--- config.mk ---
export PLATFORM = sky130hd
export DESIGN_NAME = sdh_bus_ctrl
export DESIGN_NICKNAME = d
export VERILOG_FILES = /design/src/hdl/sdh_pkg.sv /design/src/hdl/sdh_clk_div.sv /design/src/hdl/sdh_card_detect.sv /design/src/hdl/sdh_bus_ctrl.sv
export VERILOG_INCLUDE_DIRS = /design/src /design/src/hdl
export SDC_FILE = /design/constraint.sdc
export NUM_CORES = 1
export LEC_CHECK = 0
export ABC_AREA = 1
export BUFFER_PORTS_ARGS = -buffer_cell sky130_fd_sc_hd__buf_2
export CAP_MARGIN = 20
export CORE_UTILIZATION = 60
export CTS_BUF_LIST = sky130_fd_sc_hd__clkbuf_4 sky130_fd_sc_hd__clkbuf_8 sky130_fd_sc_hd__clkbuf_16
export CTS_CLUSTER_SIZE = 16
export DETAILED_ROUTE_END_ITERATION = 12
export GPL_TIMING_DRIVEN = 0
export HOLD_SLACK_MARGIN = 0.12
export PLACE_DENSITY_LB_ADDON = 0.25
export SLEW_MARGIN = 0
export SYNTH_ARGS = -nofsm -noshare
export SYNTH_HDL_FRONTEND = slang
export SYNTH_SLANG_ARGS = --single-unit
--- constraint.sdc ---
create_clock -name clk -period 4.7 [get_ports clk]
set_input_delay 0 -clock clk [delete_from_list [all_inputs] [get_ports clk]]
set_output_delay 0 -clock clk [all_outputs]
set_load 0.02 [all_outputs]
--- src/hdl/sdh_consts.svh ---
/* Register indices, error mask, timeout limits and timing constants of the bus control core.
   Assumes inclusion by bare name from the clock divider and bus control modules. */
`ifndef SDH_CONSTS_SVH
`define SDH_CONSTS_SVH
`define SDH_IX_PRES    8'h24
`define SDH_IX_HOST    8'h28
`define SDH_IX_PWR     8'h29
`define SDH_IX_GAP     8'h2a
`define SDH_IX_CLK     8'h2c
`define SDH_IX_TOUT    8'h2e
`define SDH_IX_SRST    8'h2f
`define SDH_IX_NSTS    8'h30
`define SDH_IX_ESTS    8'h32
`define SDH_ERR_MASK   16'h017f
`define SDH_TOUT_MAX   4'hd
`define SDH_TOUT_BASE  5'h0e
`define SDH_STABLE_NS  320
`define SDH_CLK_NS     40
`endif

--- src/hdl/sdh_pkg.sv ---
/* Types shared by the bus control core.
   Assumes the constants header sits beside it. */
package sdh_pkg;
  typedef enum logic [2:0] {
    GAP_RUN  = 3'h1,
    GAP_WAIT = 3'h2,
    GAP_HALT = 3'h4
  } sdh_gap_t;
endpackage : sdh_pkg

--- src/hdl/sdh_clk_div.sv ---
/* Card clock divider with stable flag and edge strobes.
   Assumes one system clock; divisor changed only while card clock is off. */
`timescale 1ns/1ns
`include "sdh_consts.svh"
module sdh_clk_div
  import sdh_pkg::*;
#(
  parameter int STABLE_CYCLES = (`SDH_STABLE_NS + `SDH_CLK_NS - 1) / `SDH_CLK_NS
) (
  // Clock and reset
  input  wire logic       clk,
  input  wire logic       sys_rst,
  // Control
  input  wire logic       int_en,
  input  wire logic       card_en,
  input  wire logic [9:0] divisor,
  // Status and clock
  output logic            stable_r,
  output logic            card_clk_r,
  output logic            rise_r,
  output logic            fall_r
);
  logic [9:0] cnt_r;
  logic [7:0] stab_cnt_r;
  logic       last;

  assign last = (divisor == 10'h000) || (cnt_r == divisor - 10'h001);

  always_ff @(posedge clk) begin
    if (sys_rst || !int_en) begin
      stab_cnt_r <= 8'h00;
      stable_r   <= 1'b0;
    end else if (stab_cnt_r == STABLE_CYCLES[7:0]) begin
      stable_r <= 1'b1;
    end else begin
      stab_cnt_r <= stab_cnt_r + 8'h01;
    end
  end

  // Zero divisor: one tick per base cycle, the pad bypass carries the clock
  always_ff @(posedge clk) begin
    if (sys_rst || !card_en || !stable_r) begin
      cnt_r      <= 10'h000;
      card_clk_r <= 1'b0;
      rise_r     <= 1'b0;
      fall_r     <= 1'b0;
    end else if (last) begin
      cnt_r      <= 10'h000;
      card_clk_r <= (divisor == 10'h000) ? 1'b0 : !card_clk_r;
      rise_r     <= (divisor == 10'h000) || !card_clk_r;
      fall_r     <= (divisor == 10'h000) || card_clk_r;
    end else begin
      cnt_r  <= cnt_r + 10'h001;
      rise_r <= 1'b0;
      fall_r <= 1'b0;
    end
  end
endmodule : sdh_clk_div

--- src/hdl/sdh_card_detect.sv ---
/* Card detect synchroniser and debouncer.
   Assumes the detect pin is asynchronous and active low. */
`timescale 1ns/1ns
module sdh_card_detect
  import sdh_pkg::*;
#(
  parameter int DEBOUNCE_CYCLES = 25000
) (
  // Clock and reset
  input  wire logic clk,
  input  wire logic sys_rst,
  // Pin
  input  wire logic card_detect_pin_n,
  // Status
  output logic      level_r,
  output logic      inserted_r,
  output logic      stable_r,
  output logic      ins_evt_r,
  output logic      rem_evt_r
);
  logic        s1_r;
  logic        s2_r;
  logic [19:0] cnt_r;
  logic        settled_r;

  always_ff @(posedge clk) begin
    s1_r <= card_detect_pin_n;
    s2_r <= s1_r;
  end

  always_ff @(posedge clk) begin
    if (sys_rst) begin
      level_r    <= 1'b0;
      cnt_r      <= 20'h00000;
      stable_r   <= 1'b0;
      inserted_r <= 1'b0;
      settled_r  <= 1'b0;
      ins_evt_r  <= 1'b0;
      rem_evt_r  <= 1'b0;
    end else begin
      level_r   <= !s2_r;
      ins_evt_r <= 1'b0;
      rem_evt_r <= 1'b0;
      if (level_r != !s2_r) begin
        cnt_r      <= 20'h00000;
        stable_r   <= 1'b0;
        inserted_r <= 1'b0;
      end else if (cnt_r != DEBOUNCE_CYCLES[19:0]) begin
        cnt_r <= cnt_r + 20'h00001;
      end else if (!stable_r) begin
        stable_r   <= 1'b1;
        inserted_r <= level_r;
        settled_r  <= level_r;
        ins_evt_r  <= level_r && !settled_r;
        rem_evt_r  <= !level_r && settled_r;
      end
    end
  end
endmodule : sdh_card_detect

--- src/hdl/sdh_bus_ctrl.sv ---
/* Bus control and status core: Wishbone registers, bus width and edge,
   power, block gap, card clock, data timeout, line resets, events.
   Assumes datapath status inputs on clk; detect and card irq are pins. */
// Implementation choice: register access over Wishbone.
`timescale 1ns/1ns
`include "sdh_consts.svh"
module sdh_bus_ctrl
  import sdh_pkg::*;
#(
  parameter int DEBOUNCE_CYCLES = 25000
) (
  // Clock and reset
  input  wire logic        clk,
  input  wire logic        sys_rst,
  // Wishbone slave
  input  wire logic        cyc_i,
  input  wire logic        stb_i,
  input  wire logic        we_i,
  input  wire logic [9:0]  adr_i,
  input  wire logic [3:0]  sel_i,
  input  wire logic [31:0] dat_i,
  output logic      [31:0] dat_o,
  output logic             ack_o,
  // Datapath status
  input  wire logic        cmd_busy_i,
  input  wire logic        dat_busy_i,
  input  wire logic        dat_active_i,
  input  wire logic        wr_active_i,
  input  wire logic        rd_active_i,
  input  wire logic        buf_wr_ready_i,
  input  wire logic        buf_rd_ready_i,
  input  wire logic        at_block_gap_i,
  input  wire logic        dat_wait_i,
  input  wire logic [15:0] err_evt_i,
  // Card pins
  input  wire logic        card_detect_pin_n,
  input  wire logic        card_irq_pin_n,
  output logic             card_clk_r,
  output logic             card_clk_bypass_r,
  output logic             line_drive_en_r,
  // Datapath control
  output logic [1:0]       bus_width_r,
  output logic             launch_strobe_r,
  output logic             xfer_halt_r,
  output logic             continue_pulse_r,
  output logic             read_wait_en_r,
  output logic             gap_irq_en_r,
  output logic             cmd_reset_r,
  output logic             dat_reset_r
);
  // Registers
  logic [7:0]  host_r;
  logic        power_r;
  logic        gap_stop_r;
  logic        rdwait_r;
  logic        gapint_r;
  logic [15:0] clk_ctl_r;
  logic [3:0]  tout_r;
  logic [15:0] nsts_r;
  logic [15:0] ests_r;
  logic [31:0] pres_r;
  sdh_gap_t    gap_st_r;
  logic [27:0] tout_cnt_r;
  logic        irq_s1_r;
  logic        irq_s2_r;

  // Sub-block outputs
  logic       clk_stable;
  logic       div_clk;
  logic       div_rise;
  logic       div_fall;
  logic       cd_level;
  logic       cd_inserted;
  logic       cd_stable;
  logic       cd_ins;
  logic       cd_rem;

  // Bus decode
  logic       req;
  logic       wr;
  logic [7:0] idx;
  logic [9:0] divisor;
  logic [27:0] tout_limit;
  logic       tout_hit;
  logic [15:0] card_evt_kept;

  function automatic logic hit(input logic [7:0] a, input logic [7:0] r);
    hit = (a == r);
  endfunction : hit

  function automatic logic [15:0] w1c(input logic [15:0] cur,
                                      input logic [15:0] d,
                                      input logic [1:0]  s);
    w1c = cur & ~{s[1] ? d[15:8] : 8'h00, s[0] ? d[7:0] : 8'h00};
  endfunction : w1c

  assign req     = cyc_i && stb_i && !ack_o;
  assign wr      = req && we_i;
  assign idx     = adr_i[9:2];
  assign divisor = {clk_ctl_r[7:6], clk_ctl_r[15:8]};

  // Limit 2^(14+v); reserved codes clamp to the largest legal one
  assign tout_limit = 28'h0000001 << ((tout_r > `SDH_TOUT_MAX) ?
                      (`SDH_TOUT_BASE + 5'(`SDH_TOUT_MAX)) :
                      (`SDH_TOUT_BASE + {1'b0, tout_r}));
  assign tout_hit   = (tout_cnt_r == tout_limit - 28'h0000001) && div_rise;

  // Insertion and removal bits after any write-one clear
  assign card_evt_kept = (wr && hit(idx, `SDH_IX_NSTS)) ?
                         w1c({8'h00, nsts_r[7:6], 6'h00}, dat_i[15:0], sel_i[1:0]) :
                         {8'h00, nsts_r[7:6], 6'h00};

  sdh_clk_div u_div (
    .clk      (clk),
    .sys_rst  (sys_rst),
    .int_en   (clk_ctl_r[0]),
    .card_en  (clk_ctl_r[2] && power_r),
    .divisor  (divisor),
    .stable_r (clk_stable),
    .card_clk_r (div_clk),
    .rise_r   (div_rise),
    .fall_r   (div_fall)
  );

  sdh_card_detect #(
    .DEBOUNCE_CYCLES (DEBOUNCE_CYCLES)
  ) u_cd (
    .clk               (clk),
    .sys_rst           (sys_rst),
    .card_detect_pin_n (card_detect_pin_n),
    .level_r           (cd_level),
    .inserted_r        (cd_inserted),
    .stable_r          (cd_stable),
    .ins_evt_r         (cd_ins),
    .rem_evt_r         (cd_rem)
  );

  // Acknowledge every access one cycle after the strobe, mapped or not
  always_ff @(posedge clk) begin
    if (sys_rst) begin
      ack_o <= 1'b0;
    end else begin
      ack_o <= req;
    end
  end

  always_ff @(posedge clk) begin
    if (sys_rst) begin
      dat_o <= 32'h00000000;
    end else if (req && !we_i) begin
      case (1'b1)
        hit(idx, `SDH_IX_PRES): dat_o <= pres_r;
        hit(idx, `SDH_IX_HOST): dat_o <= {24'h000000, host_r};
        hit(idx, `SDH_IX_PWR):  dat_o <= {31'h00000000, power_r};
        hit(idx, `SDH_IX_GAP):  dat_o <= {28'h0000000, gapint_r, rdwait_r,
                                         1'b0, gap_stop_r};
        hit(idx, `SDH_IX_CLK):  dat_o <= {16'h0000, clk_ctl_r[15:6], 3'h0,
                                         clk_ctl_r[2], clk_stable,
                                         clk_ctl_r[0]};
        hit(idx, `SDH_IX_TOUT): dat_o <= {28'h0000000, tout_r};
        hit(idx, `SDH_IX_NSTS): dat_o <= {16'h0000, nsts_r};
        hit(idx, `SDH_IX_ESTS): dat_o <= {16'h0000, ests_r};
        default:                dat_o <= 32'h00000000;
      endcase
    end
  end

  // Present state snapshot
  always_ff @(posedge clk) begin
    if (sys_rst) begin
      pres_r <= 32'h00000000;
    end else begin
      pres_r <= {13'h0000, cd_level, cd_stable, cd_inserted,
                 4'h0, buf_rd_ready_i, buf_wr_ready_i,
                 rd_active_i, wr_active_i,
                 5'h00, dat_active_i,
                 dat_busy_i || gap_st_r == GAP_HALT,
                 cmd_busy_i};
    end
  end

  // Host control, power, timeout and clock control
  always_ff @(posedge clk) begin
    if (sys_rst) begin
      host_r    <= 8'h00;
      power_r   <= 1'b0;
      tout_r    <= 4'h0;
      clk_ctl_r <= 16'h0000;
    end else if (wr) begin
      if (hit(idx, `SDH_IX_HOST) && sel_i[0]) host_r <= dat_i[7:0] & 8'h26;
      if (hit(idx, `SDH_IX_PWR) && sel_i[0]) power_r <= dat_i[0];
      if (hit(idx, `SDH_IX_TOUT) && sel_i[0]) tout_r <= dat_i[3:0];
      if (hit(idx, `SDH_IX_CLK)) begin
        if (sel_i[0]) clk_ctl_r[7:0] <= dat_i[7:0] & 8'hc5;
        if (sel_i[1]) clk_ctl_r[15:8] <= dat_i[15:8];
      end
    end
  end

  // Bus width, edge, power gating of pins and clock
  always_ff @(posedge clk) begin
    if (sys_rst) begin
      bus_width_r       <= 2'h0;
      launch_strobe_r   <= 1'b0;
      line_drive_en_r   <= 1'b0;
      card_clk_r        <= 1'b0;
      card_clk_bypass_r <= 1'b0;
    end else begin
      bus_width_r     <= host_r[5] ? 2'h2 : {1'b0, host_r[1]};
      launch_strobe_r <= host_r[2] ? div_rise : div_fall;
      line_drive_en_r <= power_r;
      card_clk_r      <= power_r && div_clk;
      card_clk_bypass_r <= power_r && clk_ctl_r[2] && clk_stable &&
                           divisor == 10'h000;
    end
  end

  // Block gap control
  always_ff @(posedge clk) begin
    if (sys_rst || dat_reset_r) begin
      gap_stop_r       <= 1'b0;
      rdwait_r         <= 1'b0;
      gapint_r         <= 1'b0;
      continue_pulse_r <= 1'b0;
    end else begin
      continue_pulse_r <= 1'b0;
      if (wr && hit(idx, `SDH_IX_GAP) && sel_i[0]) begin
        gap_stop_r       <= dat_i[0];
        continue_pulse_r <= dat_i[1];
        rdwait_r         <= dat_i[2];
        gapint_r         <= dat_i[3];
      end
    end
  end

  always_ff @(posedge clk) begin
    if (sys_rst || dat_reset_r) begin
      gap_st_r    <= GAP_RUN;
      xfer_halt_r <= 1'b0;
    end else begin
      case (gap_st_r)
        GAP_RUN: if (gap_stop_r) gap_st_r <= GAP_WAIT;
        GAP_WAIT: begin
          if (!gap_stop_r) begin
            gap_st_r <= GAP_RUN;
          end else if (at_block_gap_i) begin
            gap_st_r    <= GAP_HALT;
            xfer_halt_r <= 1'b1;
          end
        end
        GAP_HALT: begin
          if (continue_pulse_r) begin
            gap_st_r    <= GAP_RUN;
            xfer_halt_r <= 1'b0;
          end
        end
        default: gap_st_r <= GAP_RUN;
      endcase
    end
  end

  assign read_wait_en_r = rdwait_r;
  assign gap_irq_en_r   = gapint_r;

  // Line soft resets: one-cycle pulses, the bits read back as zero
  always_ff @(posedge clk) begin
    if (sys_rst) begin
      cmd_reset_r <= 1'b0;
      dat_reset_r <= 1'b0;
    end else begin
      cmd_reset_r <= wr && hit(idx, `SDH_IX_SRST) && sel_i[0] && dat_i[1];
      dat_reset_r <= wr && hit(idx, `SDH_IX_SRST) && sel_i[0] && dat_i[2];
    end
  end

  // Data timeout counted in card clock periods
  always_ff @(posedge clk) begin
    if (sys_rst || dat_reset_r || !dat_wait_i || tout_hit) begin
      tout_cnt_r <= 28'h0000000;
    end else if (div_rise) begin
      tout_cnt_r <= tout_cnt_r + 28'h0000001;
    end
  end

  // Card interrupt pin is asynchronous
  always_ff @(posedge clk) begin
    irq_s1_r <= card_irq_pin_n;
    irq_s2_r <= irq_s1_r;
  end

  // Status: set wins over a write-one clear in the same cycle
  always_ff @(posedge clk) begin
    if (sys_rst) begin
      ests_r <= 16'h0000;
    end else begin
      ests_r <= ((wr && hit(idx, `SDH_IX_ESTS)) ? w1c(ests_r, dat_i[15:0], sel_i[1:0])
                 : ests_r)
                | (err_evt_i & `SDH_ERR_MASK)
                | {11'h000, tout_hit, 4'h0};
    end
  end

  always_ff @(posedge clk) begin
    if (sys_rst) begin
      nsts_r <= 16'h0000;
    end else begin
      nsts_r[5:0]   <= 6'h00;
      nsts_r[14:9]  <= 6'h00;
      nsts_r[7:6]   <= card_evt_kept[7:6] | {cd_rem, cd_ins};
      nsts_r[8]     <= !irq_s2_r;
      nsts_r[15]    <= |ests_r;
    end
  end
endmodule : sdh_bus_ctrl

== Word level (Yosys, flattened, before mapping) ==
Cells that the tools add are included.

* Add/sub/neg operators: 7
* $lt $le $gt $ge: 1
* Eq/ne operators: 22
* Shifts and indexed selects: 1
* Multiplexer cells: 25
* Bitwise logic cells: 11
* Reductions and logical operators: 61

{| class="wikitable"
|+ Operators by type and width
! kind !! number
|-
| 2-to-1 mux 16 bit || 8
|-
| equality test 8 x 6 -> 1 bit, second input constant || 9
|-
| 2-to-1 mux 32 bit || 1
|-
| adder 28 x 1 -> 28 bit, second input constant || 1
|-
| equality test 28 bit || 1
|-
| left shift 1 x 5 -> 28 bit, first input constant || 1
|-
| subtractor 28 x 1 -> 28 bit, second input constant || 1
|-
| 2-to-1 mux 8 bit || 3
|-
| logical AND 1 bit || 22
|-
| adder 20 x 1 -> 20 bit, second input constant || 1
|-
| != test 20 x 15 -> 1 bit, second input constant || 1
|-
| bitwise AND 16 bit || 1
|-
| inverter 16 bit || 1
|-
| OR 16 x 5 -> 16 bit || 1
|-
| OR 16 x 9 -> 16 bit || 1
|-
| OR reduction 16 bit || 1
|-
| 2-to-1 mux 3 bit || 4
|-
| AND reduction 3 bit || 4
|-
| logical NOT 1 bit || 11
|-
| adder 10 x 1 -> 10 bit, second input constant || 1
|-
| equality test 10 bit || 1
|-
| logical NOT 10 bit || 1
|-
| logical OR 1 bit || 10
|-
| OR reduction 2 bit || 5
|-
| 23 further kinds || 37
|}

* Register bits: 213
* Input port bits: 78
* Output and inout port bits: 45
* Word-level logic and storage cells: 172

== Logic depth before layout (Yosys ltp) ==
Gate-level depths: netlist of the first run.

* Depth after elaboration: 9
* Depth in mapped cells: 21
* Mapped depth without buffers: 19

== Hierarchy ==
A second synthesis of the first run with hierarchy kept.

* Cells, all modules: 1271
* Area, all modules: 8847.2 µm²

{| class="wikitable"
|+ By module, submodules not included
! module !! instances !! cells an instance !! area an instance (µm²)
|-
| sdh_bus_ctrl || 1 || 873 || 6118.4
|-
| sdh_card_detect || 1 || 206 || 1426.4
|-
| sdh_clk_div || 1 || 192 || 1302.5
|}

== Least setup slack after synthesis of the first run ==
Ideal clock, no wire load.

* Kind: reg2reg
* From: register tout_r[1]
* To: register tout_cnt_r[15]
* Library setup time: 0.116 ns
* Arrival time: 2.194 ns
* Slack: 2.390 ns
* Cell stages (with the launch flop): 18
* Buffers on the path: 2
* Path through: dfxtp_1 > buf_4 > inv_2 > ha_1 > inv_1 > nand2_1 > inv_1 > nor2_2 > nand3_1 > nand3_1 > xor2_1 > nor2_1 > nand2_1 > nor2_1 > nand3_2 > nand2_4 > buf_6 > nor2_1

* Cells in the longest elaborated chain, start to end: 7
* Elaborated cells between the ends (all ways): 8
* Classes of those cells: 2 x add/sub; 1 x order compare; 1 x eq/ne; 1 x shift; 1 x mux; 2 x reduce/logical

{| class="wikitable"
|+ Ends and longest elaborated chain
! element !! RTL line !! source
|-
| from (decl) || sdh_bus_ctrl.sv:58 || <nowiki>logic [3:0] tout_r;</nowiki>
|-
| from (signal assigned) || sdh_bus_ctrl.sv:192 || <nowiki>if (hit(idx, `SDH_IX_TOUT) && sel_i[0]) tout_r <= dat_i[3:0];</nowiki>
|-
| adder 4 x 4 -> 5 bit (no source line) / > comparator 4 bit (equally long branches) || -- ||
|-
| 2-to-1 mux 5 bit * || sdh_bus_ctrl.sv:103 || <nowiki>assign tout_limit = 28'h0000001 << ((tout_r > `SDH_TOUT_MAX) ?</nowiki>
|-
| left shift 1 x 5 -> 28 bit * || sdh_bus_ctrl.sv:103 ||
|-
| subtractor 28 x 1 -> 28 bit * || sdh_bus_ctrl.sv:106 || <nowiki>assign tout_hit = (tout_cnt_r == tout_limit - 28'h0000001) && div_rise;</nowiki>
|-
| equality test 28 bit * || sdh_bus_ctrl.sv:106 ||
|-
| logical AND 1 bit * || sdh_bus_ctrl.sv:106 ||
|-
| logical OR 1 bit * || sdh_bus_ctrl.sv:278 || <nowiki>if (sys_rst || dat_reset_r || !dat_wait_i || tout_hit) begin</nowiki>
|-
| to (signal assigned) || sdh_bus_ctrl.sv:281 || <nowiki>tout_cnt_r <= tout_cnt_r + 28'h0000001;</nowiki>
|-
| to (decl) || sdh_bus_ctrl.sv:63 || <nowiki>logic [27:0] tout_cnt_r;</nowiki>
|}

Mark *: on every way between the ends. The rest lies on a longest branch, timed or not.
A chain may end at the register's enable or synchronous reset.

== Worst setup path in the final report of the first run ==
* From: input port stb_i
* To: register dat_reset_r

* Cells in the longest elaborated chain, start to end: 6

{| class="wikitable"
|+ Ends and longest elaborated chain
! element !! RTL line !! source
|-
| from (decl) || sdh_bus_ctrl.sv:17 || <nowiki>input wire logic stb_i,</nowiki>
|-
| logical AND 1 bit (2 in a row) || sdh_bus_ctrl.sv:97 || <nowiki>assign req = cyc_i && stb_i && !ack_o;</nowiki>
|-
| logical AND 1 bit || sdh_bus_ctrl.sv:98 || <nowiki>assign wr = req && we_i;</nowiki>
|-
| logical AND 1 bit (3 in a row) || sdh_bus_ctrl.sv:272 || <nowiki>dat_reset_r <= wr && hit(idx, `SDH_IX_SRST) && sel_i[0] && dat_i[2];</nowiki>
|-
| to (signal assigned) || sdh_bus_ctrl.sv:272 ||
|-
| to (decl) || sdh_bus_ctrl.sv:49 || <nowiki>output logic dat_reset_r</nowiki>
|}

No other way between the ends.

==> results of run 1 <==
flip-flops by register name, indices dropped and copies added (netlist names), 2 cells and up:
signal            flops
bus_width_r           2
u_cd.cnt_r           20
nsts_r                4
tout_r                4
gap_st_r              3
clk_ctl_r            12
host_r                3
u_div.stab_cnt_r      8
ests_r               16
u_div.cnt_r          10
pres_r               10
dat_o                19
tout_cnt_r           28
cell usage after synthesis (all sizes together):
cell	n
o21a	1
or3	1
xor2	55
a311oi	1
a21oi	67
nand4	27
a41oi	4
o211a	1
o211ai	10
o221ai	4
a21boi	2
buf	17
nor2	163
dfxtp	166
xnor2	16
o31ai	2
nor3	46
clkbuf	19
a211oi	1
nor4	18
nor4b	1
o21ai	64
a221oi	1
o22ai	1
a31oi	2
nand3	72
and3	1
ha	9
nand3b	2
inv	189
conb	2
a22o	2
nand2	185
or2	3
mux2i	1
cells by family (layout without fill, tap and decap cells):
| logic type | after synthesis | in the layout | synth area share [%] |
|---|---|---|---|
| xor+xnor | 71 | 71 | 7.58 |
| simple gates | 519 | 519 | 28.0 |
| mux | 1 | 1 | 0.122 |
| flops | 166 | 166 | 40.5 |
| compound gates | 163 | 163 | 11.1 |
| fa+ha+maj | 9 | 9 | 1.37 |
| buf+inv | 225 | 392 | 11.2 |
| other cells | 2 | 15 | 0.0916 |
metal layers:
layer  track usage, %  vias up  wire (microns)  part of all wire (%)
met4             15.7        0             671                   3.0
met3             6.99       50            1300                   5.8
met2             56.8      265           11000                    49
li1                 -     4036               -                     -
met5                0        -               0                     0
met1             37.8     3760            9380                    42
power by group:
| part | internal (mW) | switching [mW] | total [mW] |
|---|---|---|---|
| Sequential | 1.43 | 0.0127 | 1.44 |
| Combinational | 0.0846 | 0.116 | 0.201 |
| Clock | 0.744 | 0.585 | 1.33 |
| Total | 2.26 | 0.714 | 2.97 |
per-stage QoR:
stage	instances	worst slack (ps)	hold slack, ps
floorplan	1169	2390	27.7
global placement	1425	1950	103
global route	1512	1290	213
finish	1512	1390	157
CTS	1512	1750	139
detailed placement	1425	1960	105
tightest hold or removal path, cell delays in order:
cell and delay [ps]:
buf_2 70, or2_2 130, nor3_2 60, nand2_1 90, o31ai_1 70, nand2_1 60
a21oi_1 50
path summary, 6_finish.rpt:
check	cells after the start	endpoint	start
min	7	dat_o[5]	adr_i[9]
max	13	dat_reset_r	stb_i
min reg2reg	0	irq_s2_r	irq_s1_r
max reg2reg	17	tout_cnt_r[25]	tout_r[2]
final cells by class:
class / count / area share, %
multi-input combinational: 778 / 40.1
sequential: 166 / 33.3
timing repair buffer: 137 / 9.72
inverter: 189 / 7.10
clock buffer: 19 / 4.47
tap: 176 / 2.20
buffer: 36 / 2.12
clock inverter: 11 / 1.00
==> flow_summary.toml, run 1 <==
[power]
irDropWorstVdd_v = 0.000268
powerDensity_mw_per_mm2 = 297
leakage_nw = 4.28
finalPower_mw = 2.97

[detailed_routing]
drt-vias-per-instance = 5.36
dr.pass1.iters = 5
post-route-drc-count = 0
avgRoutedWirePerCell_microns = 14.8
ant_nets = 0
drtIter0Drc = 579
vias = 8111
routed_wl_mm = 22.4

[cells_and_area]
final_common_cell = "inv_1"
area_delta_synth_final_pct = 21.8
fin_util_pct = 75.1
drive_gt1_share_pct = 11.2
nets = 1412
final_cell_mix = "inv_1 (186), nand2_1 (181), dfxtp_1 (166), nor2_1 (158), buf_2 (80)"
ff_latch_area_sq_mm = 0.00332
design_area_sq_mm = 0.00999
multi_input_area_sq_mm = 0.00401
fillers = 960
antenna_cells = 0

[placement]
dpl_cell_area_sq_mm = 0.00887
dp_hpwl_mm = 15.3
gp_congestion = 0.960
port_buffers = 80

[critical_path]
crit_chain = "dlygate4sd3_1 -> buf_2 -> nand2_1 -> dlygate4sd3_1 -> nor2_1 -> inv_1 -> nor2_1 -> nand2_1 -> nor3_1 -> nand3_1 -> dlygate4sd3_1 -> nor3_1 -> dlygate4sd3_1"
cp.arrival_ps = 3680
required_ps = 5080
critPathKind = "input pin to flip-flop"
r2r_setup_slack_ps = 1850
path_max_fanout = 9
end_kind = "flip-flop"
slowest_delay_ps = 600
start_kind = "input pin"
cp_top_family = "buffers and inverters"
worst-path-buf-inv = 6
slowest_stage = "dlygate4sd3_1"
crit_top_cell = "dlygate4sd3_1"

[yosys]
synth_area_leaders = "dfxtp_1 (41%), inv_1 (8.5%), nand2_1 (8.3%)"
yosys.area.top_type = "dfxtp_1"
syn_area_per_cell_sq_um = 7.09
synth-seq-cells = 166
netlist_area_sq_mm = 0.00820
ys.warnings.count = 0
synth_cells = 1156
yosysTopAreaCellShare_pct = 40.5
seq_area_frac_synth_pct = 40.5
synth_cell_types = 43

[worst_hold_path]
hold_class = "input pin to flip-flop"

[cts]
post_cts_buffers = 0
cts_sinks = 166
holdBufCountCts = 57
clk_pin_slew_worst_paths_ps = 70
cts_resized = 0
cts_tree = "done"
htree_levels = 4
cts_buffers = 17
clockBufferDepth = 2
insertion_delay_ps = 430
root_buffer = "clkbuf_16"

[timing]
hold_violations = 0
rsz0062_at_grt = "false"
slew_headroom_pct = 34.8
period_share_pct = 70.4
drv_slew = 0
fin_crit_ps = 3310
fmaxAchievable_mhz = 302
worst_pin_slew_ps = 970
skew_ps = 10.0
tns_ps = 0
setup_viol = 0

[global_route]
grt_pass1_wl_mm = 36.4
grt_overflow_total = 0
first_global_vias = 7803
antenna_found_initial = 0
track_usage_pct = 32.6
grt_start_max_net_pins = 17

[floorplan]
fp.dieH_microns = 119
start_util_pct = 61.7
row_count = 42
io_pins = 123
dieWidth_microns = 119
coreArea_sq_mm = 0.0133
dieArea_sq_mm = 0.0141

[status]
status = "complete, no violations"

[flow_run]
cap_violations = 0
Power figures use the tool's default switching activity.
==> inputs of run 2 (changes only) <==
--- a/config.mk
+++ b/config.mk
@@ -9,7 +9,7 @@
 export ABC_AREA = 1
 export BUFFER_PORTS_ARGS = -buffer_cell sky130_fd_sc_hd__buf_2
 export CAP_MARGIN = 20
-export CORE_UTILIZATION = 60
+export CORE_UTILIZATION = 57
 export CTS_BUF_LIST = sky130_fd_sc_hd__clkbuf_4 sky130_fd_sc_hd__clkbuf_8 sky130_fd_sc_hd__clkbuf_16
 export CTS_CLUSTER_SIZE = 16
 export DETAILED_ROUTE_END_ITERATION = 12
==> constraint.sdc (replaced) <==
create_clock -name clk -period 3.15 [get_ports clk]
set_input_delay 0 -clock clk [delete_from_list [all_inputs] [get_ports clk]]
set_output_delay 0 -clock clk [all_outputs]
set_load 0.02 [all_outputs]
==> flow_summary.toml, run 2 (synthesis results as in run 1) <==
[status]
status = "complete, no violations"

[placement]
place_inst = 1429
dpl_cell_area_sq_mm = 0.00888
dp_slack_ps = 450
gp_congestion = 0.937
port_buffers = 80
dp_hpwl_mm = 15.2

[floorplan]
fp.dieH_microns = 122
dieWidth_microns = 122
coreArea_sq_mm = 0.0139
dieArea_sq_mm = 0.0149
start_util_pct = 58.9
row_count = 43
io_pins = 123

[cts]
cts_sinks = 166
clockBufferDepth = 2
clk_pin_slew_worst_paths_ps = 60
cts_buffers = 17
cts_tree = "done"
htree_levels = 4
root_buffer = "clkbuf_16"
post_cts_buffers = 0
insertion_delay_ps = 440

[detailed_routing]
drtIter0Drc = 729
vias = 7981
drt-vias-per-instance = 5.26
avgRoutedWirePerCell_microns = 14.4
routed_wl_mm = 21.9
ant_nets = 0
dr.pass1.iters = 5
post-route-drc-count = 0

[critical_path]
cp_top_family = "buffers and inverters"
crit_chain = "dlygate4sd3_1 -> buf_2 -> nand2_1 -> dlygate4sd3_1 -> nor2_1 -> inv_1 -> nor2_1 -> nand2_1 -> nor2_2 -> a21boi_0 -> o21ai_0 -> dlygate4sd3_1 -> inv_1"
critPathKind = "input pin to flip-flop"
cp.depth = 13
path_max_fanout = 9
required_ps = 3490
cp.arrival_ps = 3210
end_kind = "flip-flop"
start_kind = "input pin"
slowest_delay_ps = 570
slowest_stage = "dlygate4sd3_1"
crit_top_cell = "dlygate4sd3_1"
r2r_cells = 18
worst-path-buf-inv = 6

[timing]
tns_ps = 0
setup_viol = 0
drv_slew = 0
fmaxAchievable_mhz = 348
slew_headroom_pct = 40.0
period_share_pct = 91.1
rsz0062_at_grt = "false"
fin_crit_ps = 2870
postLayoutSetupSlackWorst_ps = 280
hold_violations = 0
skew_ps = 19.3
whs_ps = 184
worst_pin_slew_ps = 892

[cells_and_area]
design_area_sq_mm = 0.0101
final_cell_mix = "inv_1 (186), nand2_1 (181), dfxtp_1 (166), nor2_1 (157), buf_2 (80)"
antenna_cells = 0
fin_util_pct = 72.4
regMostFlops = "tout_cnt_r"
top_regs = "tout_cnt_r x28, u_cd.cnt_r x20, dat_o x19"
instances_no_fill = 1517
area_delta_synth_final_pct = 23.0
drive_gt1_share_pct = 11.4
nets = 1411
largest_register_ffs = 28
final_common_cell = "inv_1"
fillers = 1094

[worst_hold_path]
hold_class = "input pin to flip-flop"
hold-path-cell-count = 7

[global_route]
track_usage_pct = 31.2
grt_pass1_wl_mm = 36.1
grt_overflow_total = 0
antenna_found_initial = 0
first_global_vias = 7639
grt_start_max_net_pins = 17

[power]
finalPower_mw = 4.72
leakage_nw = 4.33
powerDensity_mw_per_mm2 = 468
irDropWorstVdd_v = 0.000411

[flow_run]
cap_violations = 0
## run 2: cell types whose count changed in the layout (fill, tap and decap cells not counted), sizes merged
cell	previous run	this run
bufinv	1	4
clkbuf	38	37
clkinv	5	4
clkinvlp	2	0
dlygate4sd3	57	56
inv	192	195
## run 2: worst min-delay path, cell delays in order
cell	delay, ps
buf_2	70
or2_2	140
nor3_2	70
nand2_1	90
o31ai_1	70
nand2_1	60
a21oi_1	70
## run 2: layer usage
metal	track usage, %	routed length [microns]	vias to the layer above
met2	53.1	10600	291
met1	38.3	9330	3608
met3	6.84	1410	43
met4	11.8	521	0
li1	-	-	4039
met5	0	0	-
## run 2: path summary, 6_finish.rpt
check	startpoint	to	slack, ps
worst min register to register	u_cd.s1_r	u_cd.s2_r	340
worst max register to register	tout_r[1]	tout_cnt_r[19]	400
worst max-delay path	stb_i	ests_r[5]	280
worst min-delay path	adr_i[8]	dat_o[5]	180
## run 2: power breakdown
part	switching, mW	total (mW)	internal [mW]
Clock	0.913	2.28	1.36
Sequential	0.0184	2.15	2.13
Combinational	0.172	0.298	0.126
Total	1.10	4.72	3.62
## run 2: layout make-up
cell class	count	area (sq um)	share of cell area [%]
repair buffers	136	961	9.53
clock buffers	18	433	4.29
clock inverters	14	215	2.13
well taps	180	225	2.23
inverters	189	709	7.03
flip-flops and latches	166	3320	32.9
plain buffers	36	211	2.10
multi-input cells	778	4010	39.7
## run 2: repair_timing
| action | CTS | global route |
|---|---|---|
| gates resized for setup | 0 | 1 |
| setup endpoints to repair | 0 | 6 |
| hold endpoints to repair | 77 | 0 |
| hold buffers | 56 | 0 |
